`src/shared/lo_cfg_consts.svh`:
```
// Offsets, field positions, reset values and counts of the LO configuration
`ifndef LO_CFG_CONSTS_SVH
`define LO_CFG_CONSTS_SVH
`define WORD_BITS        24
`define SEL_LO_PATH      3'h5
`define SEL_VCO_CTRL     3'h6
`define SEL_LO_DIV       3'h7
`define SEL_LAST_FREQ    3'h2
`define LP_LOW_POWER     5
`define LP_EXT_LO        4
`define LP_DRIVER        3
`define VC_BAND_LSB      4
`define VC_BAND_MSB      9
`define VC_BAND_SRC      10
`define VC_AMP_LSB       11
`define VC_AMP_MSB       15
`define VC_CP_EN         16
`define VC_VCO_DIS       17
`define VC_LDO_DIS       18
`define LD_OUT_LSB       4
`define LD_OUT_MSB       5
`define LD_ST2_LSB       6
`define LD_ST2_MSB       7
`define LD_ST1_LSB       8
`define LD_ST1_MSB       9
`define RST_LO_PATH      3'h0
`define RST_VCO_AMP      5'h18
`define RST_BAND         6'h00
`define RST_ST1          2'h3
`define RST_ST2          2'h1
`define RST_OUT          2'h3
`define RST_LO_RATIO     7'h14
`define RST_OUT_RATIO    4'h8
`endif

```
`src/shared/lo_cfg_pkg.sv`:
```
// Types carried between the serial front end and the configuration outputs
package lo_cfg_pkg;
    typedef struct packed {
        logic low_power;
        logic external_lo_bit;
        logic lo_output_driver_bit;
    } lo_path_t;
    typedef struct packed {
        logic       band_source_select;
        logic [5:0] band_value;
        logic [4:0] amplitude;
        logic       cp_enable;
        logic       vco_disable;
        logic       ldo_disable;
    } vco_ctrl_t;
    typedef struct packed {
        logic [1:0] stage1_code;
        logic [1:0] stage2_code;
        logic [1:0] out_code;
    } lo_div_t;
endpackage

```
`src/core/lo_path_cfg.sv`:
```
// Serial word capture and LO path, VCO and divider configuration registers
`timescale 1ns/100ps
`include "lo_cfg_consts.svh"
module lo_path_cfg import lo_cfg_pkg::*; (
    input  wire logic       CLOCK,
    input  wire logic       RST_N,
    input  wire logic       SER_CLK,
    input  wire logic       SER_DATA,
    input  wire logic       SER_LATCH,
    output logic            LOW_POWER_MIXER,
    output logic            LO_PINS_AS_INPUT,
    output logic            LO_DRIVER_EN,
    output logic            BAND_SOURCE_SELECT,
    output logic      [5:0] VCO_BAND_VALUE,
    output logic      [4:0] VCO_AMPLITUDE,
    output logic            VCO_DISABLE,
    output logic            VCO_LDO_DISABLE,
    output logic            CP_ENABLE,
    output logic      [1:0] STAGE1_CODE,
    output logic      [1:0] STAGE2_CODE,
    output logic      [1:0] OUT_DIV_CODE,
    output logic      [6:0] LO_DIV_RATIO,
    output logic      [3:0] OUT_DIV_RATIO,
    output logic            CAL_START
);
    logic [2:0]  lvl;
    logic [2:0]  rise;
    logic [23:0] shift_reg;
    logic [4:0]  cnt_reg;
    logic [23:0] word_reg;
    logic        stb_reg;
    logic [2:0]  sel;
    lo_path_t    lp_reg;
    vco_ctrl_t   vc_reg;
    lo_div_t     ld_reg;
    logic [6:0]  lo_ratio_reg;
    logic [3:0]  out_ratio_reg;
    logic        cal_reg;
    logic        vco_written_reg;

    // Pins come from the host's domain
    pin_sync #(.WIDTH(3)) u_sync (
        .CLOCK  (CLOCK),
        .RST_N  (RST_N),
        .PIN_IN ({SER_CLK, SER_DATA, SER_LATCH}),
        .LEVEL  (lvl),
        .RISE   (rise)
    );

    function automatic logic [2:0] stage1_ratio(input logic [1:0] c);
        return {1'b0, c} + 3'h2;
    endfunction

    function automatic logic [3:0] stage2_ratio(input logic [1:0] c);
        unique case (c)
            2'h1: return 4'h2;
            2'h2: return 4'h4;
            2'h3: return 4'h8;
            2'h0: return 4'h0;
        endcase
    endfunction

    function automatic logic [3:0] out_ratio(input logic [1:0] c);
        unique case (c)
            2'h3: return 4'h8;
            2'h2: return 4'h6;
            2'h1: return 4'h4;
            2'h0: return 4'h0;
        endcase
    endfunction

    assign sel = word_reg[2:0];

    // Bit counter saturates so overlong words are rejected
    always_ff @(posedge CLOCK or negedge RST_N)
    begin
        if (!RST_N)
        begin
            shift_reg <= 24'h00_0000;
            cnt_reg   <= 5'h00;
        end
        else if (rise[0])
            cnt_reg <= 5'h00;
        else if (rise[2])
        begin
            shift_reg <= {shift_reg[22:0], lvl[1]};
            if (cnt_reg != 5'h19)
                cnt_reg <= cnt_reg + 5'h01;
        end
    end

    always_ff @(posedge CLOCK or negedge RST_N)
    begin
        if (!RST_N)
        begin
            word_reg <= 24'h00_0000;
            stb_reg  <= 1'b0;
        end
        else
        begin
            stb_reg <= rise[0] && (cnt_reg == 5'(`WORD_BITS));
            if (rise[0])
                word_reg <= shift_reg;
        end
    end

    always_ff @(posedge CLOCK or negedge RST_N)
    begin
        if (!RST_N)
            lp_reg <= `RST_LO_PATH;
        else if (stb_reg && sel == `SEL_LO_PATH)
        begin
            lp_reg.low_power            <= word_reg[`LP_LOW_POWER];
            lp_reg.external_lo_bit      <= word_reg[`LP_EXT_LO];
            lp_reg.lo_output_driver_bit <= word_reg[`LP_DRIVER];
        end
    end

    always_ff @(posedge CLOCK or negedge RST_N)
    begin
        if (!RST_N)
        begin
            vc_reg.band_source_select <= 1'b0;
            vc_reg.band_value         <= `RST_BAND;
            vc_reg.amplitude          <= `RST_VCO_AMP;
            vc_reg.cp_enable          <= 1'b1;
            vc_reg.vco_disable        <= 1'b0;
            vc_reg.ldo_disable        <= 1'b0;
            vco_written_reg           <= 1'b0;
        end
        else if (stb_reg && sel == `SEL_VCO_CTRL)
        begin
            vc_reg.band_source_select <= word_reg[`VC_BAND_SRC];
            vc_reg.band_value <= word_reg[`VC_BAND_MSB:`VC_BAND_LSB];
            vc_reg.amplitude  <= word_reg[`VC_AMP_MSB:`VC_AMP_LSB];
            vc_reg.cp_enable   <= word_reg[`VC_CP_EN];
            vc_reg.vco_disable <= word_reg[`VC_VCO_DIS];
            vc_reg.ldo_disable <= word_reg[`VC_LDO_DIS];
            vco_written_reg    <= 1'b1;
        end
    end

    always_ff @(posedge CLOCK or negedge RST_N)
    begin
        if (!RST_N)
        begin
            ld_reg        <= {`RST_ST1, `RST_ST2, `RST_OUT};
            lo_ratio_reg  <= `RST_LO_RATIO;
            out_ratio_reg <= `RST_OUT_RATIO;
        end
        else if (stb_reg && sel == `SEL_LO_DIV)
        begin
            ld_reg.stage1_code <= word_reg[`LD_ST1_MSB:`LD_ST1_LSB];
            ld_reg.stage2_code <= word_reg[`LD_ST2_MSB:`LD_ST2_LSB];
            ld_reg.out_code    <= word_reg[`LD_OUT_MSB:`LD_OUT_LSB];
            // Quadrature divide-by-2 closes the cascade
            lo_ratio_reg <= 7'({4'h0, stage1_ratio(
                word_reg[`LD_ST1_MSB:`LD_ST1_LSB])}
                * stage2_ratio(word_reg[`LD_ST2_MSB:`LD_ST2_LSB]) * 7'h2);
            out_ratio_reg <= out_ratio(word_reg[`LD_OUT_MSB:`LD_OUT_LSB]);
        end
    end

    always_ff @(posedge CLOCK or negedge RST_N)
    begin
        if (!RST_N)
            cal_reg <= 1'b0;
        else
            cal_reg <= stb_reg && (sel <= `SEL_LAST_FREQ);
    end

    assign LOW_POWER_MIXER    = lp_reg.low_power;
    assign LO_PINS_AS_INPUT   = lp_reg.external_lo_bit;
    assign LO_DRIVER_EN       = lp_reg.lo_output_driver_bit;
    assign BAND_SOURCE_SELECT = vc_reg.band_source_select;
    assign VCO_BAND_VALUE     = vc_reg.band_value;
    assign VCO_AMPLITUDE      = vc_reg.amplitude;
    assign VCO_DISABLE        = vc_reg.vco_disable;
    assign VCO_LDO_DISABLE    = vc_reg.ldo_disable;
    assign CP_ENABLE          = vc_reg.cp_enable;
    assign STAGE1_CODE        = ld_reg.stage1_code;
    assign STAGE2_CODE        = ld_reg.stage2_code;
    assign OUT_DIV_CODE       = ld_reg.out_code;
    assign LO_DIV_RATIO       = lo_ratio_reg;
    assign OUT_DIV_RATIO      = out_ratio_reg;
    assign CAL_START          = cal_reg;
endmodule // lo_path_cfg

```
`src/core/pin_sync.sv`:
```
// Three-stage pin synchroniser with agreement filter and rise pulse
`timescale 1ns/100ps
module pin_sync #(
    parameter int WIDTH = 3
) (
    input  wire logic             CLOCK,
    input  wire logic             RST_N,
    input  wire logic [WIDTH-1:0] PIN_IN,
    output logic      [WIDTH-1:0] LEVEL,
    output logic      [WIDTH-1:0] RISE
);
    genvar i;
    generate
        for (i = 0; i < WIDTH; i++)
        begin : g_bit
            logic s1_reg;
            logic s2_reg;
            logic s3_reg;
            logic lvl_reg;
            logic rise_reg;
            always_ff @(posedge CLOCK or negedge RST_N)
            begin
                if (!RST_N)
                begin
                    s1_reg <= 1'b0;
                    s2_reg <= 1'b0;
                    s3_reg <= 1'b0;
                end
                else
                begin
                    s1_reg <= PIN_IN[i];
                    s2_reg <= s1_reg;
                    s3_reg <= s2_reg;
                end
            end
            // A change counts only once stages two and three agree
            always_ff @(posedge CLOCK or negedge RST_N)
            begin
                if (!RST_N)
                begin
                    lvl_reg  <= 1'b0;
                    rise_reg <= 1'b0;
                end
                else
                begin
                    rise_reg <= (s2_reg == s3_reg) && s3_reg && !lvl_reg;
                    if (s2_reg == s3_reg)
                        lvl_reg <= s3_reg;
                end
            end
            assign LEVEL[i] = lvl_reg;
            assign RISE[i]  = rise_reg;
        end
    endgenerate
endmodule // pin_sync

```
`config.mk`:
```
export PLATFORM = sky130hd
export DESIGN_NAME = lo_path_cfg
export DESIGN_NICKNAME = d
export VERILOG_FILES = /design/src/shared/lo_cfg_pkg.sv /design/src/core/lo_path_cfg.sv /design/src/core/pin_sync.sv
export VERILOG_INCLUDE_DIRS = /design/src /design/src/shared
export SDC_FILE = /design/constraint.sdc
export NUM_CORES = 1
export LEC_CHECK = 0
export BUFFER_PORTS_ARGS = -buffer_cell sky130_fd_sc_hd__buf_2
export CAP_MARGIN = 20
export CORE_MARGIN = 5
export CORE_UTILIZATION = 30
export DETAILED_ROUTE_END_ITERATION = 8
export PLACE_DENSITY = 0.51
export RECOVER_POWER = 100
export REMOVE_ABC_BUFFERS = 1
export SLEW_MARGIN = 10
export SYNTH_ARGS = -nofsm -noshare
export SYNTH_HDL_FRONTEND = slang
export SYNTH_SLANG_ARGS = --single-unit
```
`constraint.sdc`:
```
create_clock -name CLOCK -period 2.93 [get_ports CLOCK]
set_input_delay 0.1465 -clock CLOCK [delete_from_list [all_inputs] [get_ports CLOCK]]
set_output_delay 0.1465 -clock CLOCK [all_outputs]
set_load 0.01 [all_outputs]
```
==> results of run 1 <==
-- timing repair --
item,CTS,global route
gates resized for setup,0,0
endpoints found under the hold margin,56,0
hold buffers,4,0
-- per-layer routing --
layer  GRT usage  share of wire
met1      0.1152           0.45
met2      0.1429           0.48
met3     0.04303          0.056
met4     0.02762          0.011
met5           0              0
-- how the worst min path moves through the flow --
stage,start,to,slack (ns),depth (start not counted)
6_report,u_sync.g_bit[2].s1_reg,u_sync.g_bit[2].s2_reg,0.35,0
5_1_grt,u_sync.g_bit[1].s1_reg,u_sync.g_bit[1].s2_reg,0.35,0
4_1_cts,u_sync.g_bit[1].s1_reg,u_sync.g_bit[1].s2_reg,0.35,0
3_5_place_dp,SER_LATCH,u_sync.g_bit[0].s1_reg,0.26,1
3_3_place_gp,SER_CLK,u_sync.g_bit[2].s1_reg,0.26,1
2_1_floorplan,RST_N,BAND_SOURCE_SELECT,-0.15,0
-- power groups by stage --
stage / Clock [uW] / Combinational (uW) / Sequential (uW)
2_1_floorplan: 0 / 203 / 1530
3_3_place_gp: 0 / 265 / 1560
3_5_place_dp: 0 / 274 / 1570
4_1_cts: 1260 / 279 / 1550
5_1_grt: 1320 / 307 / 1550
6_report: 1220 / 261 / 1530
-- metrics by stage --
step | setup slack (ns) | cells | cell area, um^2 | total power [uW]
finish | 0.8256 | 438 | 4233 | 3003
global route | 0.6113 | 438 | 4233 | 3174
CTS | 0.8238 | 438 | 4355 | 3086
detailed placement | 0.8348 | 418 | 3991 | 1842
global placement | 0.9180 | 418 | 3991 | 1827
floorplan | 0.7682 | 229 | 3582 | 1728
-- area by class of cell --
class | instances | share of cell area
multi-input combinational | 134 | 0.2855
tap | 147 | 0.04345
sequential | 91 | 0.5412
timing repair buffer | 46 | 0.04966
clock buffer | 13 | 0.06621
clock inverter | 3 | 0.01035
inverter | 4 | 0.003547
-- cells by family (layout without fill, tap and decap cells) --
logic type | after synthesis | after routing | synth area share
simple gates | 37 | 37 | 0.06078
buf+inv | 18 | 66 | 0.02868
xor+xnor | 4 | 4 | 0.009559
other cells | 1 | 3 | 0.001023
mux | 67 | 67 | 0.2158
flops | 91 | 91 | 0.6251
compound gates | 11 | 11 | 0.01673
fa+ha+maj | 12 | 12 | 0.04234
-- critical path, cell delays in order (launching register included) --
cell	delay, ns
dfrtp_1	0.49
nand2b_1	0.20
o22ai_1	0.16
ha_1	0.26
ha_1	0.21
fa_1	0.42
mux2_2	0.26
-- Yosys cell counts --
master and count:
dfrtp_1 80, mux2_2 56, nand2_1 13, dfstp_2 11
ha_1 10, mux2_4 10, o21ai_0 7, buf_4 5
nor2_1 5, clkbuf_1 4, inv_1 4, xor2_1 4
buf_2 3, nand2b_1 3, nor2b_1 3, buf_6 2
nand3_1 2, nand4_1 2, a211oi_1 1, a21oi_1 1
and2_1 1, and3_1 1, conb_1 1, fa_1 1
maj3_1 1, mux2i_1 1, nand3b_1 1, nand4_4 1
nand4b_1 1, nand4b_4 1, nor3_1 1, nor3b_1 1
o21a_1 1, o22ai_1 1, or3b_2 1
==> impl_results.md, run 1 <==
* DR vias/cell at 4.450
* FF-to-FF End: LO_DIV_RATIO[5]
* Seq pwr share at 0.508
* Root Driver: clkbuf_16
* Flop-to-flop setup slack at 0.83 ns
* Worst min path class: reg2reg
* Post-synth cell types at 35
* Status: complete, but fails checks
* Commonest non-fill, non-tap cell in the layout: dfrtp_1
* WL per Instance at 13.88 um
* P per Cell Area at 709.4 nW/um^2
* DRC at 0
* Initial Utilization at 0.3051
* Part of the power in the clock network at 0.405
* Die height at 120.5 um
* CP startpoint kind: flop
* Antenna Violating Nets Remaining at 0
* Critical path endpoint category: flop
* First-pass GRT wire length at 10590 um
* RSZ-0062 raised after global routing: false
* Total negative slack at 0 ns
* Initial antenna violation count at 0
* TritonCTS clock tree: built
* Detailed placer's ending HPWL at 3929 um
* Relative slew slack at -0.04463
* Worst Path Required at 3.15 ns
* Mean area per synthesized cell at 15.21 um^2
* Final WL at 6081 um
* Number of max-cap violations at 1
* PortBufs at 37
* Worst VDD drop at 323.3 uV
* Worst-Skew Late Latency at 0.33 ns
* Total GRT Usage at 0.09223
* Row count at 40
* Die area at 14530 um^2
* # IOs at 41
* Synth Warn # at 0
* Worst setup path endpoint: LO_DIV_RATIO[5]
* Sw Share at 0.2366
* Layout cells sized above 1 at 0.3093
* Worst-Margin Slew at 1.567 ns
* NetSw at 710.4 uW
* Vias in the first global route at 2045
* Clock Path Buffers at 2
* Clock slew at reported path FFs at 0.06 ns
* R2R depth at 6
* Largest net degree at the start of global routing at 65
* Clock skew at 0.004932 ns
* Total gr overflow at 0
* Yosys reg bits at 91
* Gate power share at 0.087
* Total Nets Final at 302
* Syn Inst Count at 241
* Leakage power at 0.001998 uW
* Synth area leader: dfrtp_1
* Die width at 120.5 um
* Fillers at 1207
* CTS Sinks at 91
* H-Tree Depth at 3
* Area growth, synth to finish at 15.50%
* Largest cells by area after synthesis: dfrtp_1, mux2_2, dfstp_2
* Most frequent cells in the layout: dfrtp_1, mux2_2, clkbuf_1, nand2_1, dfstp_2
* Crit path kind: reg2reg
* Violated checks: max-capacitance violations, max-slew violations
* Tmin final at 2.104 ns
* Endpoints failing hold at 0
* Synthesized cell area at 3665 um^2
* CP Max Fanout at 11
* DR iter-0 viols at 73
* Num CTS Buffers at 9
* Core Box Area at 12010 um^2
* Sequential share of the synthesized area at 0.6251
* Finished Core Util at 0.3524
* Postcts setup bufs at 0
* Tcrit/Tclk final at 0.7182
* Worst setup path startpoint: word_reg[6]
* Internal power at 2292 uW
* Hold Slack at 0.3457 ns
* Reg area at 2291 um^2
* ANT cells at 0
* DR pass1 iterations at 4
* Multi-input logic area at 1209 um^2
* WP data arrival at 2.32 ns
* RD Place Congestion at 0.6751
* Vias at 1949
* Fmax at 475.2 MHz
* Top cell type's share of synthesized area at 0.5463
* Setup-failing EPs final at 0
* Fin. max-slew vios at 65
* FF-to-FF Start: word_reg[6]
No activity file was read; power rests on OpenSTA's default activity.
==> run 2, diff against run 1 <==
- PLACE_DENSITY: 0.51 -> 0.53
- clock period: 2.93 -> 1.78 ns (I/O delays scaled with it)
==> run 2 against run 1 <==
Against the previous run: the flow finishes with violations (negative setup slack); setup slack got worse by 0.99 ns; clock power rose by 55%; first-iteration DRC count rose by 74%; die area unchanged; critical path depth unchanged.
==> impl_results.md, run 2 (synthesis gave the netlist of run 1 again) <==
* Status: complete, but fails checks (unchanged)
* Violated checks: negative setup slack (was max-capacitance violations, max-slew violations)
* Area growth, synth to finish at 19.09% (was 15.50%)
* Leakage power at 0.002064 uW (was 0.001998 uW)
* Tmin final at 1.940 ns (was 2.104 ns)
* Detailed placer's ending HPWL at 3772 um (was 3929 um)
* Relative slew slack at 0.1920 (was -0.04463)
* Largest net degree at the start of global routing at 92 (was 65)
* Total gr overflow at 0 (unchanged)
* WP data arrival at 2.16 ns (was 2.32 ns)
* Fmax at 515.4 MHz (was 475.2 MHz)
* Die area at 14530 um^2 (unchanged)
* DRC at 0 (unchanged)
* Number of max-cap violations at 0 (was 1)
* # IOs at 41 (unchanged)
* Largest stage delay on the critical path at 0.43 ns (was 0.49 ns)
* Row count at 40 (unchanged)
* CTS Sinks at 91 (unchanged)
* Cells on Worst Hold Path at 0 (unchanged)
* Flop-to-flop setup slack at -0.16 ns (was 0.83 ns)
* Layout cells sized above 1 at 0.3721 (was 0.3093)
* Initial Utilization at 0.3051 (unchanged)
* DR pass1 iterations at 4 (unchanged)
* RD Place Congestion at 0.7179 (was 0.6751)
* Final worst setup slack at -0.1603 ns (was 0.8256 ns)
* CP startpoint kind: flop (unchanged)
* Worst setup path startpoint: word_reg[6] (unchanged)
* Vias in the first global route at 2073 (was 2045)
* CP max stage cell: dfrtp_1 (unchanged)
* Worst VDD drop at 516.7 uV (was 323.3 uV)
* Critical path endpoint category: flop (unchanged)
* Setup-failing EPs final at 2 (was 0)
* CP Buf/Inv Count at 0 (unchanged)
* Tcrit/Tclk final at 1.090 (was 0.7182)
* Total GRT Usage at 0.08885 (was 0.09223)
* Finished Layout Cells at 448 (was 438)
* Crit-path cells: nand2b_1, o22ai_1, ha_1, ha_4, fa_2, mux2_2 (was nand2b_1, o22ai_1, ha_1, ha_1, fa_1, mux2_2)
* Fin. max-slew vios at 0 (was 65)
* CP Max Fanout at 6 (was 11)
* WL per Instance at 13.32 um (was 13.88 um)
* DR iter-0 viols at 127 (was 73)
* Num CTS Buffers at 9 (unchanged)
* Clock Path Buffers at 2 (unchanged)
* ANT cells at 0 (unchanged)
* TritonCTS clock tree: built (unchanged)
* Final WL at 5968 um (was 6081 um)
* Setup WS pre-CTS at -0.2201 ns (was 0.8348 ns)
* Root Driver: clkbuf_16 (unchanged)
* FF-to-FF Start: word_reg[6] (unchanged)
* P per Cell Area at 1135 nW/um^2 (was 709.4 nW/um^2)
* Endpoints failing hold at 0 (unchanged)
* Final Power at 4955 uW (was 3003 uW)
* Crit path kind: reg2reg (unchanged)
* Commonest non-fill, non-tap cell in the layout: dfrtp_1 (unchanged)
* Cell area after layout at 4364 um^2 (was 4233 um^2)
* Worst-Margin Slew at 1.212 ns (was 1.567 ns)
* Worst min path class: reg2reg (unchanged)
* R2R depth at 6 (unchanged)
* Die width at 120.5 um (unchanged)
* Dpl cell area at 4066 um^2 (was 3991 um^2)
* Antenna Violating Nets Remaining at 0 (unchanged)
* PortBufs at 37 (unchanged)
* First-pass GRT wire length at 10180 um (was 10590 um)
* Vias at 2007 (was 1949)
* DR vias/cell at 4.480 (was 4.450)
* Placed cells at 426 (was 418)
* Die height at 120.5 um (unchanged)
* H-Tree Depth at 3 (unchanged)
* Worst Path Required at 2.00 ns (was 3.15 ns)
* Clock skew at 0.008960 ns (was 0.004932 ns)
* Most frequent cells in the layout: dfrtp_1, mux2_2, clkbuf_1, nand2_1, dfstp_2 (unchanged)
* RSZ-0062 raised after global routing: true (was false)
* Core Box Area at 12010 um^2 (unchanged)
* CP top delay family: adder cells (unchanged)
* Min-Delay Startpoint: u_sync.g_bit[0].s1_reg (was u_sync.g_bit[2].s1_reg)
* Levels on crit path at 6 (unchanged)
* Clock slew at reported path FFs at 0.07 ns (was 0.06 ns)
* Total Nets Final at 312 (was 302)
* Initial antenna violation count at 0 (unchanged)
* Worst-Skew Late Latency at 0.33 ns (about the same)
[run 2: path summary, 6_finish.rpt]
kind	endpoint
max	LO_DIV_RATIO[5]
min	u_sync.g_bit[0].s2_reg
max reg2reg	LO_DIV_RATIO[5]
min reg2reg	u_sync.g_bit[0].s2_reg
max in group asynchronous	word_reg[7]
min in group asynchronous	u_sync.g_bit[0].s1_reg
[run 2: cell type report]
| type | instances | area, um^2 |
|---|---|---|
| fill | 1195 | 7647 |
| sequential | 91 | 2293 |
| multi-input combinational | 134 | 1276 |
| timing repair buffer | 56 | 291.5 |
| clock buffer | 10 | 239.0 |
| tap | 147 | 183.9 |
| clock inverter | 6 | 65.06 |
| inverter | 4 | 15.01 |
[run 2: where the power goes]
part           internal (uW)  leakage, uW  total (uW)  switching, uW
combinational            325     0.000748         556            230
sequential              2290      0.00118        2510            225
clock                   1120     0.000137        1890            763
total                   3740      0.00206        4950           1220
[run 2: through the flow]
step | hold WS [ns] | utilization | TNS (ns)
6_report | 0.3492 | 0.3633 | -0.2015
5_1_grt | 0.3636 | 0.3633 | -0.4310
4_1_cts | 0.3509 | 0.3693 | -0.1495
3_5_place_dp | 0.1755 | 0.3385 | -0.3761
3_3_place_gp | 0.1740 | 0.3385 | -0.3074
2_1_floorplan | -0.2066 | - | -7.551
[run 2: routing by layer]
| metal | GRT usage | routed length (um) |
|---|---|---|
| met2 | 0.1484 | 3068 |
| met4 | 0.02762 | 75 |
| met1 | 0.1041 | 2475 |
| met3 | 0.03695 | 348 |
| met5 | 0 | 0 |
[run 2: worst register-to-register path, stage by stage, from the launching register on]
cell      delay (ns)
dfrtp_1         0.43
nand2b_1        0.17
o22ai_1         0.12
ha_1            0.28
ha_4            0.17
fa_2            0.39
mux2_2          0.26
[run 2: timing repair]
item / CTS / global route
pin swaps: 6 / 3
setup buffers: 1 / 1
setup endpoints to repair: 2 / 2
hold endpoints to repair: 83 / 0
hold buffers: 4 / 0
resized for setup: 7 / 3
